File: src/rtl/scc_clock_regs.svh
// Purpose: Register offsets, field positions and reset values
// Assumes: 15-bit register address on the configuration serial port
// Notes: Edge position status is a read-only byte triple
`ifndef SCC_CLOCK_REGS_SVH
`define SCC_CLOCK_REGS_SVH

`define SCC_ADDR_USER_CFG 15'h0010
`define SCC_ADDR_SYSREF_CTRL 15'h0029
`define SCC_ADDR_CLKIN_CTRL 15'h002A
`define SCC_ADDR_TUNING 15'h002B
`define SCC_ADDR_POS_B0 15'h002C
`define SCC_ADDR_POS_B1 15'h002D
`define SCC_ADDR_POS_B2 15'h002E

`define SCC_RST_USER_CFG 8'h00
`define SCC_RST_SYSREF_CTRL 8'h00
`define SCC_RST_CLKIN_CTRL 8'h00
`define SCC_RST_TUNING 8'h11

`define SCC_BIT_ADDR_HOLD 0
`define SCC_BIT_PROC_EN 6
`define SCC_BIT_RECV_EN 5
`define SCC_BIT_FINE_SCALE 4
`define SCC_SEL_HI 3
`define SCC_SEL_LO 0
`define SCC_BIT_AS_TSTAMP 3
`define SCC_BIT_DEVCLK_PECL 2
`define SCC_BIT_SYSREF_PECL 1
`define SCC_BIT_POL_FLIP 0
`define SCC_BIT_FB_GAIN 4
`define SCC_BIT_NOISE_FILT 2
`define SCC_DLY_HI 1
`define SCC_DLY_LO 0

`define SCC_INSTR_LAST 5'h0F
`define SCC_BYTE_LAST 3'h7
`define SCC_BIT_RW 15

`endif

File: src/rtl/scc_pkg.sv
// Purpose: Types shared by the clock configuration register bank
// Assumes: Nothing beyond the register header
// Notes: Gray-coded serial port states
package scc_pkg;

  typedef enum logic [1:0]
  {
    scc_idle = 2'h0,
    scc_cmd = 2'h1,
    scc_data = 2'h3
  } scc_state_t;

  typedef struct packed
  {
    logic sysref_processor_enable;
    logic sysref_receiver_enable;
    logic sysref_window_fine_scale;
    logic [3:0] sysref_delay_choice;
    logic sysref_as_timestamp;
    logic device_clock_dc_pecl_mode;
    logic sysref_dc_pecl_mode;
    logic sysref_polarity_flip;
    logic feedback_gain_high;
    logic analog_supply_noise_filter;
    logic [1:0] sample_clock_delay_select;
  } scc_clk_cfg_t;

endpackage

File: src/rtl/scc_edge_detect.sv
// Purpose: Registers a sampled input and flags its edges
// Assumes: Input is synchronous to ref_clk
// Notes: Edge flags are combinational against the held copy
`timescale 1ns/100ps
module scc_edge_detect
#(
  parameter int WIDTH = 1
)
(
  input wire logic ref_clk,
  input wire logic reset_n,
  input wire logic ce,
  input wire logic [WIDTH-1:0] d,
  output logic [WIDTH-1:0] q,
  output logic [WIDTH-1:0] rise,
  output logic [WIDTH-1:0] fall
);

  logic [WIDTH-1:0] hold_reg;
  logic [WIDTH-1:0] hold_next;

  generate
    if (WIDTH < 1)
    begin : g_chk
      $error("scc_edge_detect: WIDTH must be at least 1");
    end
  endgenerate

  always_comb
  begin
    hold_next = ce ? d : hold_reg;
  end

  always_ff @(posedge ref_clk or negedge reset_n)
  begin
    if (!reset_n)
      hold_reg <= '0;
    else
      hold_reg <= hold_next;
  end

  assign q = hold_reg;
  assign rise = d & ~hold_reg;
  assign fall = ~d & hold_reg;

endmodule

File: src/rtl/scc_clock_config_regs.sv
// Purpose: Clock and SYSREF configuration bank behind the serial port
// Assumes: Serial clock at most a quarter of ref_clk; pins synchronous
// Notes: Frame is 16 instruction bits (read flag, address) then bytes
//
// Contract
// - Unfrozen streaming steps address per direction input
// - Frozen address stays fixed while streaming
// - Processor enable gates SYSREF events
// - Receiver enable gates SYSREF input, off at reset
// - Fine scale bit selects smaller window steps
// - Delay choice field picks SYSREF capture tap
// - Timestamp bit plus enable puts SYSREF on LSB
// - Bits two and one select PECL modes
// - Polarity bit inverts SYSREF for alignment
// - Feedback gain bit resets to high gain
// - Bit two turns on supply noise filter
// - Sample delay is one-hot, resets to one
// - Edge position status readable as 24 bits
`timescale 1ns/100ps
`include "scc_clock_regs.svh"
module scc_clock_config_regs
#(
  parameter int DELAY_TAPS = 16
)
(
  input wire logic ref_clk,
  input wire logic reset_n,
  input wire logic ce,
  input wire logic spi_csb_n,
  input wire logic spi_sclk,
  input wire logic spi_sdi,
  output logic spi_sdo,
  output logic spi_sdo_oe,
  input wire logic address_descend,
  input wire logic sysref_in,
  input wire logic [23:0] sysref_edge_position,
  input wire logic timestamp_output_enable,
  input wire logic sample_lsb_in,
  output logic sample_lsb_out,
  output logic sysref_event,
  output logic sysref_aligned,
  output scc_pkg::scc_clk_cfg_t clk_cfg
);

  generate
    if (DELAY_TAPS != 16)
    begin : g_chk
      $error("DELAY_TAPS must be 16 to match the 4-bit choice field");
    end
  endgenerate

  // ==========================================================
  // Serial port
  scc_pkg::scc_state_t state_reg, state_next;
  logic [4:0] bit_reg, bit_next;
  logic [15:0] shift_reg, shift_next;
  logic [14:0] addr_reg, addr_next;
  logic rw_reg, rw_next;
  logic [7:0] tx_reg, tx_next;
  logic sdo_reg, sdo_next;
  logic oe_reg, oe_next;
  logic [7:0] user_reg, user_next;
  logic [7:0] ctrl_reg, ctrl_next;
  logic [7:0] clkin_reg, clkin_next;
  logic [7:0] tune_reg, tune_next;
  logic sclk_rise, sclk_fall;
  logic wr_fire;
  logic [15:0] instr;
  logic [7:0] wr_byte;
  logic [14:0] addr_step;

  scc_edge_detect #(.WIDTH(1)) u_sclk_edge
  (
    .ref_clk(ref_clk),
    .reset_n(reset_n),
    .ce(ce),
    .d(spi_sclk),
    .q(),
    .rise(sclk_rise),
    .fall(sclk_fall)
  );

  function automatic logic [7:0] read_mux(input logic [14:0] a,
    input logic [7:0] u, input logic [7:0] c, input logic [7:0] k,
    input logic [7:0] t, input logic [23:0] p);
    logic [7:0] r;
    case (a)
      `SCC_ADDR_USER_CFG: r = u;
      `SCC_ADDR_SYSREF_CTRL: r = c;
      `SCC_ADDR_CLKIN_CTRL: r = k;
      `SCC_ADDR_TUNING: r = t;
      `SCC_ADDR_POS_B0: r = p[7:0];
      `SCC_ADDR_POS_B1: r = p[15:8];
      `SCC_ADDR_POS_B2: r = p[23:16];
      default: r = 8'h00;
    endcase
    return r;
  endfunction

  assign instr = {shift_reg[14:0], spi_sdi};
  assign wr_byte = {shift_reg[6:0], spi_sdi};
  assign wr_fire = ce && !spi_csb_n && state_reg == scc_pkg::scc_data &&
    sclk_rise && bit_reg[2:0] == `SCC_BYTE_LAST && !rw_reg;

  always_comb
  begin
    if (user_reg[`SCC_BIT_ADDR_HOLD])
      addr_step = addr_reg;
    else if (address_descend)
      addr_step = addr_reg - 15'h0001;
    else
      addr_step = addr_reg + 15'h0001;
  end

  always_comb
  begin
    state_next = state_reg;
    bit_next = bit_reg;
    shift_next = shift_reg;
    addr_next = addr_reg;
    rw_next = rw_reg;
    tx_next = tx_reg;
    sdo_next = sdo_reg;
    user_next = user_reg;
    ctrl_next = ctrl_reg;
    clkin_next = clkin_reg;
    tune_next = tune_reg;
    if (spi_csb_n)
    begin
      state_next = scc_pkg::scc_idle;
      bit_next = 5'h00;
    end
    else
    begin
      case (state_reg)
        scc_pkg::scc_idle,
        scc_pkg::scc_cmd:
        begin
          state_next = scc_pkg::scc_cmd;
          if (sclk_rise)
          begin
            shift_next = instr;
            bit_next = bit_reg + 5'h01;
            if (bit_reg == `SCC_INSTR_LAST)
            begin
              rw_next = instr[`SCC_BIT_RW];
              addr_next = instr[14:0];
              tx_next = read_mux(instr[14:0], user_reg, ctrl_reg,
                clkin_reg, tune_reg, sysref_edge_position);
              state_next = scc_pkg::scc_data;
              bit_next = 5'h00;
            end
          end
        end
        scc_pkg::scc_data:
        begin
          if (sclk_rise)
          begin
            shift_next = instr;
            bit_next = {2'h0, bit_reg[2:0] + 3'h1};
            if (bit_reg[2:0] == `SCC_BYTE_LAST)
            begin
              addr_next = addr_step;
              tx_next = read_mux(addr_step, user_reg, ctrl_reg,
                clkin_reg, tune_reg, sysref_edge_position);
              bit_next = 5'h00;
            end
          end
          if (sclk_fall && rw_reg)
            sdo_next = tx_reg[~bit_reg[2:0]];
        end
        default:
        begin
          state_next = scc_pkg::scc_idle;
          bit_next = 5'h00;
        end
      endcase
    end
    // Whole bytes stored, reserved bits included
    if (wr_fire)
    begin
      case (addr_reg)
        `SCC_ADDR_USER_CFG: user_next = wr_byte;
        `SCC_ADDR_SYSREF_CTRL: ctrl_next = wr_byte;
        `SCC_ADDR_CLKIN_CTRL: clkin_next = wr_byte;
        `SCC_ADDR_TUNING: tune_next = wr_byte;
        default: user_next = user_reg;
      endcase
    end
    oe_next = state_next == scc_pkg::scc_data && rw_next && !spi_csb_n;
  end

  always_ff @(posedge ref_clk or negedge reset_n)
  begin
    if (!reset_n)
    begin
      state_reg <= scc_pkg::scc_idle;
      bit_reg <= 5'h00;
      shift_reg <= 16'h0000;
      addr_reg <= 15'h0000;
      rw_reg <= 1'h0;
      tx_reg <= 8'h00;
      sdo_reg <= 1'h0;
      oe_reg <= 1'h0;
      user_reg <= `SCC_RST_USER_CFG;
      ctrl_reg <= `SCC_RST_SYSREF_CTRL;
      clkin_reg <= `SCC_RST_CLKIN_CTRL;
      tune_reg <= `SCC_RST_TUNING;
    end
    else if (ce)
    begin
      state_reg <= state_next;
      bit_reg <= bit_next;
      shift_reg <= shift_next;
      addr_reg <= addr_next;
      rw_reg <= rw_next;
      tx_reg <= tx_next;
      sdo_reg <= sdo_next;
      oe_reg <= oe_next;
      user_reg <= user_next;
      ctrl_reg <= ctrl_next;
      clkin_reg <= clkin_next;
      tune_reg <= tune_next;
    end
  end

  assign spi_sdo = sdo_reg;
  assign spi_sdo_oe = oe_reg;

  // ==========================================================
  // Configuration outputs
  always_comb
  begin
    clk_cfg.sysref_processor_enable = ctrl_reg[`SCC_BIT_PROC_EN];
    clk_cfg.sysref_receiver_enable = ctrl_reg[`SCC_BIT_RECV_EN];
    clk_cfg.sysref_window_fine_scale = ctrl_reg[`SCC_BIT_FINE_SCALE];
    clk_cfg.sysref_delay_choice = ctrl_reg[`SCC_SEL_HI:`SCC_SEL_LO];
    clk_cfg.sysref_as_timestamp = clkin_reg[`SCC_BIT_AS_TSTAMP];
    clk_cfg.device_clock_dc_pecl_mode = clkin_reg[`SCC_BIT_DEVCLK_PECL];
    clk_cfg.sysref_dc_pecl_mode = clkin_reg[`SCC_BIT_SYSREF_PECL];
    clk_cfg.sysref_polarity_flip = clkin_reg[`SCC_BIT_POL_FLIP];
    clk_cfg.feedback_gain_high = tune_reg[`SCC_BIT_FB_GAIN];
    clk_cfg.analog_supply_noise_filter = tune_reg[`SCC_BIT_NOISE_FILT];
    clk_cfg.sample_clock_delay_select =
      tune_reg[`SCC_DLY_HI:`SCC_DLY_LO];
  end

  // ==========================================================
  // SYSREF path
  logic [DELAY_TAPS-1:0] line_reg, line_next;
  logic event_reg, event_next;
  logic lsb_reg, lsb_next;
  logic sysref_rx;
  logic tap_rise;

  assign sysref_rx = clk_cfg.sysref_receiver_enable &
    (sysref_in ^ clk_cfg.sysref_polarity_flip);
  assign sysref_aligned = line_reg[clk_cfg.sysref_delay_choice];

  scc_edge_detect #(.WIDTH(1)) u_tap_edge
  (
    .ref_clk(ref_clk),
    .reset_n(reset_n),
    .ce(ce),
    .d(sysref_aligned),
    .q(),
    .rise(tap_rise),
    .fall()
  );

  always_comb
  begin
    line_next = {line_reg[DELAY_TAPS-2:0], sysref_rx};
    event_next = clk_cfg.sysref_processor_enable & tap_rise;
    if (clk_cfg.sysref_as_timestamp && timestamp_output_enable)
      lsb_next = sysref_rx;
    else
      lsb_next = sample_lsb_in;
  end

  always_ff @(posedge ref_clk or negedge reset_n)
  begin
    if (!reset_n)
    begin
      line_reg <= '0;
      event_reg <= 1'h0;
      lsb_reg <= 1'h0;
    end
    else if (ce)
    begin
      line_reg <= line_next;
      event_reg <= event_next;
      lsb_reg <= lsb_next;
    end
  end

  assign sysref_event = event_reg;
  assign sample_lsb_out = lsb_reg;
endmodule

File: config.mk
export PLATFORM = sky130hd
export DESIGN_NAME = scc_clock_config_regs
export DESIGN_NICKNAME = d
export VERILOG_FILES = /design/src/rtl/scc_pkg.sv /design/src/rtl/scc_edge_detect.sv /design/src/rtl/scc_clock_config_regs.sv
export VERILOG_INCLUDE_DIRS = /design/src /design/src/rtl
export SDC_FILE = /design/constraint.sdc
export NUM_CORES = 1
export LEC_CHECK = 0
export ABC_AREA = 1
export BUFFER_PORTS_ARGS = -buffer_cell sky130_fd_sc_hd__buf_2
export CORE_MARGIN = 2
export CORE_UTILIZATION = 60
export DETAILED_ROUTE_END_ITERATION = 10
export PLACE_DENSITY = 0.91
export SKIP_CTS_REPAIR_TIMING = 1
export SYNTH_ARGS = -nofsm -noshare
export SYNTH_HDL_FRONTEND = slang
export SYNTH_SLANG_ARGS = --single-unit
File: constraint.sdc
create_clock -name ref_clk -period 3.1 [get_ports ref_clk]
set_input_delay 0.62 -clock ref_clk [delete_from_list [all_inputs] [get_ports ref_clk]]
set_output_delay 0.62 -clock ref_clk [all_outputs]
set_load 0.01 [all_outputs]
Word level (Yosys, flattened, before mapping)
Cells that the tools add are included.

Register bits after elaboration: 100. Latch bits: 0. Memory bits (writable): 0. Bits in read-only memories: 0. Output and inout port bits: 20. Logic and storage cells: 119. Memories: 0.

Add/sub/neg operators: 4. $mul: 0. Divide/modulo/power cells: 0. $lt $le $gt $ge: 2. Eq/ne operators: 29. Shift-type cells: 0. Mux-type cells: 33. Bitwise gates (word level): 11. Reductions and logical operators: 23.

Operators with widths (number): $eq 15x6->1 const B (15); $pmux 8 s7 (2); $mux 15 (6); $eq 15x5->1 const B (3); $mux 8 (4); $pmux 15 s2 (1); $mux 5 (4); $pmux 8 s2 (1); $add 15x1->15 const B (1); $reduce_and 3->1 (5); $sub 15x1->15 const B (1); $pmux 5 s2 (1); $logic_and 1x1->1 (9); $reduce_and 4->1 (2); $mux 1 (7); $reduce_and 7->1 (1); $mux 2 (3); $ne 2x2->1 const B (3); $ne 3x3->1 const B (2); $add 5x1->5 const B (1); $and 1x1->1 (5); $eq 5x4->1 const B (1); $lt 4x5->1 const B (1); $bmux 1 s4 (1); other kinds (17) (22).

Logic depth before layout (Yosys ltp)
Depth in word-level cells: 8. Gate-level depth with buffers: 22.

Modules after synthesis
A second synthesis with hierarchy kept.

Cells, all modules: 1054. Area total of the unflattened synthesis: 6999.2 um^2.

Modules (own cells, without submodules): scc_clock_config_regs (times used 1, cells each 1036, area each 6889.1 um^2, seq. area each 2454.9 um^2); scc_edge_detect (times used 2, cells each 9, area each 55.1 um^2, seq. area each 25.0 um^2).

Worst setup path after synthesis
Ideal clock, no wire load.

Path kind: input -> register. From: input port address_descend. To: register tx_reg[0]. Arrival time: 2.586 ns. Setup slack: 0.441 ns. Stages: 20. Buffers on the path: 1. Cells stage by stage: inv_1 fa_1 inv_1 nand3_1 nand2_1 nand2_1 nand2_1 nand2_1 nand3_1 nand2_1 inv_1 nand3_1 nor2_4 buf_2 nand4_1 nand2_1 nor2_1 nand2_1 nand2_1 a21oi_2.

Cells in the longest elaborated chain, start to end: 7. Elaborated cells between the ends (all ways): 13. Classes of those cells: eq/ne (7); mux (6).

Ends and longest elaborated chain: start, declared (RTL line scc_clock_config_regs.sv:34) `input wire logic address_descend,`; $mux 15 * (RTL line scc_clock_config_regs.sv:109) `else if (address_descend)`; $mux 15 * (RTL line scc_clock_config_regs.sv:107) `` if (user_reg[`SCC_BIT_ADDR_HOLD]) ``; $eq 15x6->1 or $eq 15x5->1 (tied branches) (RTL line scc_clock_config_regs.sv:87) `case (a)`; $pmux 8 s7 * (RTL line scc_clock_config_regs.sv:87); $mux 8 * (RTL line scc_clock_config_regs.sv:161) `` if (bit_reg[2:0] == `SCC_BYTE_LAST) ``; $mux 8 * (RTL line scc_clock_config_regs.sv:157) `if (sclk_rise)`; $pmux 8 s2 * (RTL line scc_clock_config_regs.sv:135) `case (state_reg)`; end signal, assigned (RTL line scc_clock_config_regs.sv:217) `tx_reg <= tx_next;`; end, declared (RTL line scc_clock_config_regs.sv:59) `logic [7:0] tx_reg, tx_next;`.

Mark *: on every way between the ends. The rest lies on a longest branch, timed or not. The select of a mux whose other input is x is not followed. A chain may end at the register's enable or synchronous reset.

Worst setup path in the final report
From: register addr_reg[1]. To: register tx_reg[7].

Cells in the longest elaborated chain, start to end: 8. Elaborated cells between the ends (all ways): 15. Classes of those cells: add/sub (2); eq/ne (7); mux (6).

Ends and longest elaborated chain: start, declared (RTL line scc_clock_config_regs.sv:57) `logic [14:0] addr_reg, addr_next;`; start signal, assigned (RTL line scc_clock_config_regs.sv:215) `addr_reg <= addr_next;`; $add 15x1->15 or $sub 15x1->15 (tied branches) (RTL line scc_clock_config_regs.sv:112, scc_clock_config_regs.sv:110); $mux 15 (RTL line scc_clock_config_regs.sv:109); $mux 15 * (RTL line scc_clock_config_regs.sv:107); $eq 15x6->1 or $eq 15x5->1 (tied branches) (RTL line scc_clock_config_regs.sv:87); $pmux 8 s7 * (RTL line scc_clock_config_regs.sv:87); $mux 8 * (RTL line scc_clock_config_regs.sv:161); $mux 8 * (RTL line scc_clock_config_regs.sv:157); $pmux 8 s2 * (RTL line scc_clock_config_regs.sv:135).

Marked as above.

==> flow_metrics.tcl <==
set metrics [dict create \
    initial_core_util_pct 61.4 \
    design.portCount 54 \
    clockPowerShare_pct 35.8 \
    h-tree-depth 3 \
    power_mw 2.97 \
    grt_usage_pct 32.2 \
    worstPathArrival_ns 3.19 \
    first_iter_violations 942 \
    die-area_um2 12500 \
    crit_path_start_kind "flop" \
    postSynthCellCount 1038 \
    pwr_density_cell_nw_per_um2 381 \
    fin_setup_tns_ns 0 \
    finish.instance_area_um2 7780 \
    place_area_um2 7480 \
    overflow 0 \
    wire_per_inst_um 15.9 \
    worst_pin_slew_ns 0.728 \
    crit_type "reg -> reg" \
    final_common_cell "nand2_1" \
    ys_seq_area_share_pct 35.9 \
    worstSetupEndpointType "flop" \
    largest_register_ffs 16 \
    rows 39 \
    clock_sinks 100 \
    hold_viol_final 0 \
    clk_latency_ns 0.35 \
    grt_max_degree 52 \
    antenna_found_initial 0 \
    synth_fp_nets 1088 \
    nets 1146 \
    io_buffers 53 \
    antenna_left 0 \
    grt_pass1_vias 6960 \
    fmax_mhz 343 \
    cp.required_ns 3.38 \
    drv_slew 0 \
    synth_seq_cells 100 \
    drt_wl_total_um 19700 \
    drc 0 \
    yosysWarnings 0 \
    vias 7329 \
    cts_tree "built" \
    relSlewSlack_pct 51.3 \
    period_minus_slack_ns 2.91 \
    clock_tree.buffer_depth 2 \
    final_cell_mix "nand2_1 (289), inv_1 (143), o21ai_0 (112)" \
    n_antenna_cell 0 \
    firstDrtPassIters 6 \
    fin_util_pct 68.4 \
    outcome "complete, no violations" \
    peakVddDrop_mv 0.476 \
    routabilityCongestion 1.03 \
    netlist_area_um2 6980 \
    core_um2 11400 \
    syn2layout_area_growth_pct 11.4 \
    p_sw_uw 904 \
    grt_pass1_wl_um 32700 \
    drive_gt1_share_pct 13.9 \
    ctsRootBufferMaster "clkbuf_16" \
    die_h_um 112 \
    synth_edf_count 0 \
    ys_async_sr_fraction_pct 100 \
    path_clk_slew_ns 0.07 \
    leakage_nw 3.98 \
    cts_buffers 9 \
    min_period_over_period_pct 94.0 \
    vias_per_cell 5.90 \
    yosysUniqueCellTypes 38 \
    die_x_um 112 \
    p_int_mw 2.06 \
    seq_power_share_pct 49.4 \
    combPwrFrac_pct 14.7 \
    synth.avg_cell_area_um2 6.73 \
    cp_max_fo 12 \
    hold_ws_ns 0.308 \
    finalSetupViolations 0 \
    switching_share_pct 30.5 \
    clock_skew_ns 0.00545 \
    maxCapViolations 0 \
    worstHoldPathType "in -> async" \
    yosys_most_used_dff "dfrtp_1" \
    dpl.hpwl_um 14400 \
]
[worst max-delay path, cell delays in order, from the launching register on]
cell	delay, ns
dfrtp_2	0.42
inv_1	0.12
fa_1	0.40
inv_1	0.09
nand3_1	0.09
nand2_1	0.13
nand3_1	0.14
nand3_1	0.12
nand2_1	0.06
nand3_1	0.08
nand2_1	0.09
nor2_1	0.12
nand2_1	0.11
nor2_4	0.23
buf_6	0.18
nand3_1	0.10
nand2_1	0.09
nor2_1	0.05
nand2_1	0.05
nand2_1	0.06
a21oi_2	0.12
[cell type report]
cell class / count / area, um^2
clock inverter: 6 / 50.0
tap: 143 / 179
fill: 931 / 3590
timing repair buffer: 90 / 582
inverter: 148 / 556
clock buffer: 9 / 225
sequential: 100 / 2510
multi-input combinational: 747 / 3680
[power by group through the flow]
stage	sequential, mW	clock [mW]	combinational (mW)
4_1_cts	1.46	1.07	0.429
2_1_floorplan	1.45	0	0.283
6_report	1.47	1.06	0.437
3_3_place_gp	1.48	0	0.409
3_5_place_dp	1.49	0	0.426
5_1_grt	1.48	1.11	0.494
[metal layers]
layer	track usage (%)	vias up	part of all wire, %
li1	-	3486	-
met1	43.4	3318	40
met3	6.10	91	10
met2	50.8	434	46
met5	0	-	0
met4	14.6	0	4.1
[cells by family after synthesis]
group | after synthesis | share of synthesized area (%)
compound gates | 191 | 14.9
fa+ha+maj | 16 | 2.97
xor+xnor | 3 | 0.376
flops | 100 | 35.9
buf+inv | 191 | 11.5
simple gates | 537 | 34.3
[cell usage after synthesis (2+ instances only)]
cell	count	area, um^2
nand2_1	291	1090
inv_1	143	537
o21ai_0	112	561
nand3_1	99	495
dfrtp_1	98	2450
nor2_1	74	278
a21oi_1	44	220
nand4_1	30	188
clkbuf_1	19	71.3
buf_4	16	120
ha_1	15	188
a21oi_2	9	78.8
o22ai_1	9	56.3
nor2_4	8	90.1
nor2_2	7	43.8
nand2_2	6	37.5
nor4_1	6	37.5
o2111ai_1	6	52.6
buf_2	5	25.0
or2_2	5	31.3
o21ai_1	4	20.0
and2_1	3	18.8
buf_6	3	33.8
clkinv_1	3	11.3
nor3_1	3	15.0
o211ai_1	3	22.5
xor2_1	3	26.3
dfstp_2	2	52.6
inv_2	2	7.51
o31ai_1	2	15.0
[final timing paths]
kind | start | slack [ns] | cells past startpoint | to
max reg2reg | addr_reg[1]$_DFFE_PN0P_ | 0.19 | 20 | tx_reg[7]$_DFFE_PN0P_
min reg2reg | u_tap_edge.q$_DFFE_PN0P_ | 0.46 | 1 | sysref_event$_DFFE_PN0P_
max | addr_reg[1]$_DFFE_PN0P_ | 0.19 | 20 | tx_reg[7]$_DFFE_PN0P_
max in group asynchronous | reset_n | 2.04 | 2 | tune_reg[4]$_DFFE_PN1P_
min | reset_n | 0.31 | 1 | shift_reg[14]$_DFFE_PN0P_
min in group ref_clk | u_tap_edge.q$_DFFE_PN0P_ | 0.46 | 1 | sysref_event$_DFFE_PN0P_
[per-stage QoR]
step | std cells | setup WS [ns]
final | 1243 | 0.187
after global placement | 1228 | 0.0172
after global routing | 1243 | -0.0138
after floorplan | 1038 | 0.441
after detailed placement | 1228 | -0.0595
after CTS | 1243 | 0.209
No activity file was read; power rests on OpenSTA's default activity.
